**config.mk**
```make
export PLATFORM = sky130hd
export DESIGN_NAME = bcp_unit
export DESIGN_NICKNAME = d
export VERILOG_FILES = /design/src/hdl/bcp_pkg.sv /design/src/hdl/bcp_unit.sv
export SDC_FILE = /design/constraint.sdc
export NUM_CORES = 1
export LEC_CHECK = 0
export BUFFER_PORTS_ARGS = -buffer_cell sky130_fd_sc_hd__buf_2
export CAP_MARGIN = 20
export CELL_PAD_IN_SITES_DETAIL_PLACEMENT = 0
export CELL_PAD_IN_SITES_GLOBAL_PLACEMENT = 1
export CORE_MARGIN = 5
export CORE_UTILIZATION = 42
export DETAILED_ROUTE_END_ITERATION = 6
export GPL_TIMING_DRIVEN = 0
export PLACE_DENSITY = 0.93
export RECOVER_POWER = 100
export SKIP_LAST_GASP = 1
export SLEW_MARGIN = 20
export SYNTH_ARGS = -nofsm -noshare
export SYNTH_HDL_FRONTEND = slang
export SYNTH_SLANG_ARGS = --single-unit
```
**constraint.sdc**
```tcl
create_clock -name core_clk -period 9.08 [get_ports core_clk]
set_input_delay 0.454 -clock core_clk [delete_from_list [all_inputs] [get_ports core_clk]]
set_output_delay 0.454 -clock core_clk [all_outputs]
set_load 0.02 [all_outputs]
```
**src/hdl/bcp_pkg.sv**
```systemverilog
// Package for the branch condition and prediction unit
package bcp_pkg;
  localparam int unsigned ADDR_W = 32;
  localparam logic [31:0] INSN_STEP = 32'h0000_0004;
  localparam logic [31:0] ZERO_WORD = 32'h0000_0000;
  localparam logic [31:0] WORD_MASK = 32'hffff_fffc;
  localparam logic [31:0] CNT_ONE = 32'h0000_0001;
  localparam int unsigned OPT_NO_CR = 4;
  localparam int unsigned OPT_CR_VAL = 3;
  localparam int unsigned OPT_NO_CNT = 2;
  localparam int unsigned OPT_CNT_ZERO = 1;
  localparam int unsigned OPT_REVERSE = 0;
  localparam int unsigned SIGN_BIT = 15;

  typedef enum logic [1:0] {
    BCP_REL = 2'b00,
    BCP_COND = 2'b01,
    BCP_TO_RET = 2'b10,
    BCP_TO_CNT = 2'b11
  } bcp_kind_t;

  typedef enum logic [1:0] {
    BCP_IDLE = 2'b00,
    BCP_WAIT = 2'b01
  } bcp_state_t;

  typedef struct packed {
    bcp_kind_t kind;
    logic [4:0] branch_options_field;
    logic [4:0] cond_select_index;
    logic [15:0] insn_lo;
    logic save_return_flag;
    logic [31:0] pc;
    logic [31:0] direct_target;
  } bcp_branch_t;

  typedef struct packed {
    logic valid;
    logic [31:0] addr;
  } bcp_redirect_t;
endpackage

```
**src/hdl/bcp_unit.sv**
```systemverilog
// Branch condition, static prediction and return-address logic
`timescale 1ns/1ps
module bcp_unit (
  // Clock and reset
  input wire logic core_clk,
  input wire logic srst,
  // Branch issue from decode
  input wire logic br_valid,
  input wire bcp_pkg::bcp_branch_t br_info,
  // Resolution inputs, one cycle after issue
  input wire logic [31:0] condition_flags,
  // Special-register moves
  input wire logic mt_ret_we,
  input wire logic mt_cnt_we,
  input wire logic [31:0] general_reg_wdata,
  // Fetch control
  output bcp_pkg::bcp_redirect_t predict_redirect,
  output bcp_pkg::bcp_redirect_t recover_redirect,
  output logic flush_wrong_path,
  output logic branch_taken,
  output logic resolve_valid,
  // Register views
  output logic [31:0] return_address_reg,
  output logic [31:0] loop_counter
);
  bcp_pkg::bcp_state_t state;
  bcp_pkg::bcp_branch_t held;
  logic held_pred;
  bcp_pkg::bcp_state_t next_state;

  // Prediction from issue-time bits only
  wire logic [4:0] opt_i = br_info.branch_options_field;
  wire logic is_rel_i = (br_info.kind == bcp_pkg::BCP_REL);
  wire logic is_direct_i = is_rel_i || (br_info.kind == bcp_pkg::BCP_COND);
  wire logic sign_i = is_direct_i && br_info.insn_lo[bcp_pkg::SIGN_BIT];
  wire logic def_pred = (opt_i[bcp_pkg::OPT_NO_CR] && opt_i[bcp_pkg::OPT_NO_CNT]) || sign_i;
  wire logic rev_pred = def_pred ^ opt_i[bcp_pkg::OPT_REVERSE];
  wire logic pred_taken = is_rel_i ? 1'b1 : rev_pred;
  wire logic [31:0] target_i = (br_info.kind == bcp_pkg::BCP_TO_RET) ?
    (return_address_reg & bcp_pkg::WORD_MASK) :
    (br_info.kind == bcp_pkg::BCP_TO_CNT) ?
    (loop_counter & bcp_pkg::WORD_MASK) : br_info.direct_target;
  wire logic [31:0] seq_i = br_info.pc + bcp_pkg::INSN_STEP;
  wire logic [31:0] pred_addr = pred_taken ? target_i : seq_i;

  // Resolution on the held branch
  wire logic [4:0] opt = held.branch_options_field;
  wire logic is_rel = (held.kind == bcp_pkg::BCP_REL);
  wire logic cr_bit = condition_flags[5'd31 - held.cond_select_index];
  wire logic cr_ok = opt[bcp_pkg::OPT_NO_CR] ||
    (cr_bit == opt[bcp_pkg::OPT_CR_VAL]);
  wire logic [31:0] cnt_dec = loop_counter - bcp_pkg::CNT_ONE;
  wire logic cnt_zero = (cnt_dec == bcp_pkg::ZERO_WORD);
  wire logic cnt_ok = opt[bcp_pkg::OPT_NO_CNT] ||
    (cnt_zero == opt[bcp_pkg::OPT_CNT_ZERO]);
  wire logic taken = is_rel || (cr_ok && cnt_ok);
  wire logic do_dec = !is_rel && !opt[bcp_pkg::OPT_NO_CNT];
  wire logic resolving = (state == bcp_pkg::BCP_WAIT);
  wire logic mispredict = resolving && (taken != held_pred);
  wire logic [31:0] held_target = (held.kind == bcp_pkg::BCP_TO_RET) ?
    (return_address_reg & bcp_pkg::WORD_MASK) :
    (held.kind == bcp_pkg::BCP_TO_CNT) ?
    (loop_counter & bcp_pkg::WORD_MASK) : held.direct_target;
  wire logic [31:0] held_seq = held.pc + bcp_pkg::INSN_STEP;
  wire logic [31:0] fix_addr = taken ? held_target : held_seq;
  wire logic accept = br_valid && (state == bcp_pkg::BCP_IDLE);

  // Resolve cycle always returns to idle, so a request there is refused
  always_comb begin
    case (state)
      bcp_pkg::BCP_IDLE: begin
        next_state = accept ? bcp_pkg::BCP_WAIT : bcp_pkg::BCP_IDLE;
      end
      bcp_pkg::BCP_WAIT: begin
        next_state = bcp_pkg::BCP_IDLE;
      end
      default: begin
        next_state = bcp_pkg::BCP_IDLE;
      end
    endcase
  end
  wire logic [31:0] next_ret = (resolving && held.save_return_flag) ? held_seq :
    mt_ret_we ? general_reg_wdata : return_address_reg;
  wire logic [31:0] next_cnt = (resolving && do_dec) ? cnt_dec :
    mt_cnt_we ? general_reg_wdata : loop_counter;

  always_ff @(posedge core_clk) begin
    if (srst) begin
      state <= bcp_pkg::BCP_IDLE;
      held <= '0;
      held_pred <= 1'b0;
    end else begin
      state <= next_state;
      if (accept) begin
        held <= br_info;
        held_pred <= pred_taken;
      end
    end
  end

  always_ff @(posedge core_clk) begin
    if (srst) begin
      return_address_reg <= bcp_pkg::ZERO_WORD;
      loop_counter <= bcp_pkg::ZERO_WORD;
    end else begin
      return_address_reg <= next_ret;
      loop_counter <= next_cnt;
    end
  end

  // Prediction only steers fetch; state above depends on resolution alone
  always_ff @(posedge core_clk) begin
    if (srst) begin
      predict_redirect <= '0;
      recover_redirect <= '0;
      flush_wrong_path <= 1'b0;
      branch_taken <= 1'b0;
      resolve_valid <= 1'b0;
    end else begin
      predict_redirect.valid <= accept && pred_taken;
      predict_redirect.addr <= pred_addr;
      recover_redirect.valid <= mispredict;
      recover_redirect.addr <= fix_addr;
      flush_wrong_path <= mispredict;
      branch_taken <= resolving && taken;
      resolve_valid <= resolving;
    end
  end

  // Helpers for the checks below
  wire logic both_off_i = opt_i[bcp_pkg::OPT_NO_CR] && opt_i[bcp_pkg::OPT_NO_CNT];
  wire logic is_cond_i = (br_info.kind == bcp_pkg::BCP_COND);
  wire logic is_ind_i = !is_direct_i;
  wire logic rev_i = opt_i[bcp_pkg::OPT_REVERSE];
  wire logic cnt_one = (loop_counter == bcp_pkg::CNT_ONE);
endmodule

```
# Word level (Yosys, flattened, before mapping)
# Cells that the tools add are included.
[op_classes]
add_sub_neg = 4
order_cmp = 1
eq_ne = 9
mux = 14
bitwise_logic = 2
reduce_logical = 24
[op_table]
columns = ["cell", "count"]
rows = [
  ["two-way mux 32 bit", 10],
  ["adder 32 x 3 -> 32 bit, second input constant", 2],
  ["logical NOT 32 bit", 1],
  ["subtractor 32 x 1 -> 32 bit, second input constant", 1],
  ["logical AND 1 bit", 10],
  ["equality test 2 bit, second input constant", 4],
  ["logical NOT 2 bit", 3],
  ["< comparator 5 x 6 -> 1 bit, second input constant", 1],
  ["binary-select mux 1 bit (select 5 bit)", 1],
  ["logical OR 1 bit", 5],
  ["subtractor 5 bit, first input constant", 1],
  ["equality test 2 x 1 -> 1 bit, second input constant", 2],
  ["nonzero test 2 bit", 2],
  ["two-way mux 1 bit", 3],
  ["equality test 1 bit", 2],
  ["logical NOT 1 bit", 2],
  ["OR reduction 2 bit", 1],
  ["!= test 1 bit", 1],
  ["NOT 1 bit", 1],
  ["bitwise XOR 1 bit", 1],
]
[totals]
ff_bits = 212
inputBits = 162
out_inout_bits = 133
word_cells = 70

# Longest topological paths before layout
[depth]
depth_word = 9
depth_mapped = 11
depth_no_buf = 10

# Least setup slack after synthesis
# OpenSTA, ideal clock, no wires.
[synth_timing]
path_type = "register -> register"
from = "register loop_counter[17]"
to = "register recover_redirect[10] (netlist name)"
setup_ns = 0.121
arrival_ns = 2.998
required_time_ns = 8.959
slack_ns = 5.961
path_stages_with_launch = 11
path_buffers = 2
period_less_slack_ns = 3.119
path_cell_list = "dfxtp_1 buf_4 or4_4 or3_1 o21a_1 a311o_1 a2111oi_4 mux2i_1 nand2_4 buf_12 mux2_4"
[synth_between]
elab_chain_cells = 7
[synth_rtl]
columns = ["item", "line_no", "source"]
rows = [
  ["from (decl)", "bcp_unit.sv:24", "output logic [31:0] loop_counter"],
  ["from (signal assigned)", "bcp_unit.sv:104", "loop_counter <= bcp_pkg::ZERO_WORD;"],
  ["from (signal assigned)", "bcp_unit.sv:107", "loop_counter <= next_cnt;"],
  ["subtractor 32 x 1 -> 32 bit", "bcp_unit.sv:52", "wire logic [31:0] cnt_dec = loop_counter - bcp_pkg::CNT_ONE;"],
  ["logical NOT 32 bit", "bcp_unit.sv:53", "wire logic cnt_zero = (cnt_dec == bcp_pkg::ZERO_WORD);"],
  ["equality test 1 bit", "bcp_unit.sv:55", "(cnt_zero == opt[bcp_pkg::OPT_CNT_ZERO]);"],
  ["logical OR 1 bit", "bcp_unit.sv:54", "wire logic cnt_ok = opt[bcp_pkg::OPT_NO_CNT] ||"],
  ["logical AND 1 bit", "bcp_unit.sv:56", "wire logic taken = is_rel || (cr_ok && cnt_ok);"],
  ["logical OR 1 bit", "bcp_unit.sv:56", ""],
  ["two-way mux 32 bit", "bcp_unit.sv:65", "wire logic [31:0] fix_addr = taken ? held_target : held_seq;"],
  ["to (decl)", "bcp_unit.sv:18", "output bcp_pkg::bcp_redirect_t recover_redirect,"],
]
# No other way between the ends.
# A chain may end at the register's enable or synchronous reset.

# Final worst setup path
[layout_timing]
from = "register loop_counter[2]"
to = "register recover_redirect[29] (netlist name)"
# Same word-level chain as after synthesis.

==> impl_metrics.py <==
metrics = {
    "floorplan": {
        "dieArea_um2": 30800,
        "start_util_pct": 42.6,
        "core_area_um2": 27000,
        "die_w_um": 175,
        "die_h_um": 175,
        "io_pins": 295,
        "rows": 60,
    },
    "synthesis": {
        "ys_top_cells_by_count": "dfxtp_1, nand2_1, nor2_1",
        "synth.largest_area_cell": "dfxtp_1",
        "syn_nets": 1570,
        "synthArstFlopShare_pct": 0,
        "synth_cell_type_count": 70,
        "muxShareOfSynthArea_pct": 12.0,
        "synthSimpleGateAreaFrac_pct": 23.0,
        "netlist_top_cells_area": "dfxtp_1, a211oi_1, mux2i_1",
        "synth_top_area_share_pct": 36.6,
        "netlist_instances": 1404,
        "ys_warn_count": 0,
        "synth.most_common_cell": "dfxtp_1",
        "synth_compound_area_share_pct": 18.3,
        "synth_edf_count": 0,
        "ys_seq_area_share_pct": 36.6,
        "synth-seq-cells": 210,
        "synth_xor_area_share_pct": 4.73,
        "synthFlopType": "dfxtp_1",
        "synth_top_family_by_area": "simple AND/OR/NAND/NOR gates",
        "postSynthAreaPerCell_um2": 8.18,
        "syn_area_um2": 11500,
        "synthAdderAreaFrac_pct": 0.436,
    },
    "worst_setup_path": {
        "cpPeakStageDelay_ps": 760,
        "reg2reg_to": "recover_redirect[29]",
        "crit_chain": "clkbuf_1 > nor3_1 > nand3_1 > or4b_1 > a311o_1 > a2111oi_0 > mux2i_1 > nand2_1 > clkbuf_1 > mux2_1",
        "reg2reg_from": "loop_counter[2]",
        "cp_top_family": "simple AND/OR/NAND/NOR gates",
        "critPathSlowestCell": "nor3_1",
        "reg2reg_depth": 10,
        "cp.arrival_ps": 5560,
        "worst_setup_path_start_kind": "flip-flop",
        "rrSetupSlack_ps": 3920,
        "critPathKind": "reg2reg",
        "critPathRequiredTime_ps": 9490,
        "cp_max_fo": 10,
        "worstSetupEndpointType": "flip-flop",
        "path_buf_inv": 2,
        "cp_common_cell": "clkbuf_1",
    },
    "global_routing": {
        "grt_pass1_wl_um": 68800,
        "antenna_found_initial": 7,
        "grtUsageTotal_pct": 28.6,
        "grt_pass1_vias": 11600,
        "grt_max_degree": 14,
        "grt-ovfl-total": 0,
    },
    "clock_tree": {
        "cts_post_setup_buffers_inserted": 0,
        "insertion_delay_ps": 530,
        "path_clk_slew_ps": 60,
        "cts-htree-levels": 1,
        "cts.sinks": 210,
        "root_buffer": "clkbuf_16",
        "cts_max_path_buffers": 3,
        "cts_hold_buf": 0,
        "cts_tree": "done",
        "cts_resized": 0,
        "cts_buffers": 24,
    },
    "power_and_ir_drop": {
        "pwr-share-comb_pct": 20.6,
        "ir_drop_mv": 0.111,
        "clockPowerShare_pct": 39.2,
        "finalPower_mw": 2.59,
        "p_seq_share_pct": 40.1,
        "p_leak_nw": 5.14,
        "intPower_mw": 1.76,
        "switching_share_pct": 31.8,
        "p_switching_mw": 0.824,
        "p_per_area_nw_per_um2": 188,
    },
    "route": {
        "routed_wl_um": 46300,
        "antenna_left": 0,
        "drt_first_pass_iters": 6,
        "viasPerCell": 5.71,
        "drt_iter0_drc": 1126,
        "drt-wirelength-per-cell_um": 22.4,
        "vias": 11800,
        "drc": 0,
    },
    "timing": {
        "finalMaxSlewViolations": 0,
        "rsz0062_at_grt": "no",
        "fin_crit_ps": 5160,
        "finClkSkew_ps": 10.0,
        "max_freq_ghz": 0.194,
        "period_share_pct": 56.8,
        "hold_viol_final": 0,
        "tightest_slew_ps": 1070,
        "setup_viol": 0,
        "maxSlewHeadroom_pct": 28.2,
        "fin_setup_tns_ps": 0,
        "setup_ws_ps": 3920,
    },
    "placed_design": {
        "dp_slack_ps": 5480,
        "portBuffers": 276,
        "gp_congestion": 1.01,
        "dp_cells": 2021,
        "hpwl_um": 37300,
    },
    "worst_hold_path": {
        "whs_endpoint": "held[82]",
        "holdPathStages": 3,
        "hp-class": "in2reg",
        "hp-start": "br_info[82]",
    },
    "layout": {
        "register_area_um2": 4200,
        "top_register": "held",
        "multi_input_area_um2": 6580,
        "drive_above_1_share_pct": 12.9,
        "fill_cells": 2733,
        "finalNonFillerCells": 2065,
        "largestRegisters": "held (72), predict_redirect (33)",
        "largest_reg_flops": 72,
        "syn_to_final_growth_pct": 20.0,
        "fin_nets": 1872,
    },
    "run_status": {
        "status": "complete, no violations",
    },
    "run": {
        "drv_cap": 0,
    },
}
-- how the worst max path moves through the flow --
| stage | startpoint | endpoint | slack [ps] | depth (start not counted) |
|---|---|---|---|---|
| 6_report | loop_counter[2] | recover_redirect[29] | 3920 | 10 |
| 5_1_grt | loop_counter[2] | recover_redirect[26] | 3840 | 10 |
| 4_1_cts | loop_counter[2] | recover_redirect[18] | 5470 | 10 |
| 3_5_place_dp | loop_counter[2] | recover_redirect[19] | 5480 | 10 |
| 3_3_place_gp | loop_counter[2] | recover_redirect[18] | 5500 | 10 |
| 2_1_floorplan | loop_counter[17] | recover_redirect[10] | 5960 | 10 |
-- stage by stage --
stage / hold WS (ps) / area [um2] / utilization (%)
2_1_floorplan: 432 / 11500 / -
3_3_place_gp: 440 / 13300 / 49.3
3_5_place_dp: 447 / 13300 / 49.3
4_1_cts: 153 / 14100 / 52.4
5_1_grt: 171 / 13800 / 51.1
6_report: 165 / 13800 / 51.1
-- final cells by class --
class                      instances  share of cell area, %
sequential                       210                   30.5
inverter                           9                  0.245
clock buffer                      32                   5.09
antenna                            1                 0.0182
timing repair buffer             276                   8.81
tap                              341                   3.10
multi-input combinational       1060                   47.8
buffer                           125                   3.58
clock inverter                    11                  0.899
-- power groups by stage --
stage	logic, mW	registers (mW)	clock network (mW)
floorplan	0.297	1.10	0
global placement	0.558	1.05	0
detailed placement	0.559	1.06	0
CTS	0.562	1.04	1.02
global route	0.575	1.05	1.05
finish	0.534	1.04	1.02
-- cells by family after synthesis --
logic type | Yosys count
mux | 113
buf+inv | 134
compound gates | 325
simple gates | 556
xor+xnor | 62
fa+ha+maj | 4
flops | 210
-- metal layers --
layer / track usage [%] / wire, um
met5: 0 / 71
met4: 9.10 / 1720
met3: 6.07 / 4090
met2: 47.9 / 21200
met1: 37.1 / 19200
-- cells in the final DEF, fill, tap and decap left out, drive strengths merged, types with 9 or more instances in the layout --
cell    count
and2        9
buf       157
nor4       16
nand4      13
o21ai      31
a211oi    120
clkbuf    276
nor2b      32
and3       14
a21oi     130
mux2       29
xnor2      16
mux2i      75
nand2     198
dfxtp     210
mux4        9
nand3      34
xor2       46
inv        10
nor2      178
nor3       27
-- worst min-delay path, delay by kind of cell --
family	cells	cell delay [ps]
AO/OA/AOI/OAI	1	50
AND/OR/NAND/NOR	1	50
buffers and inverters	1	90
No activity file was read; power rests on OpenSTA's default activity.
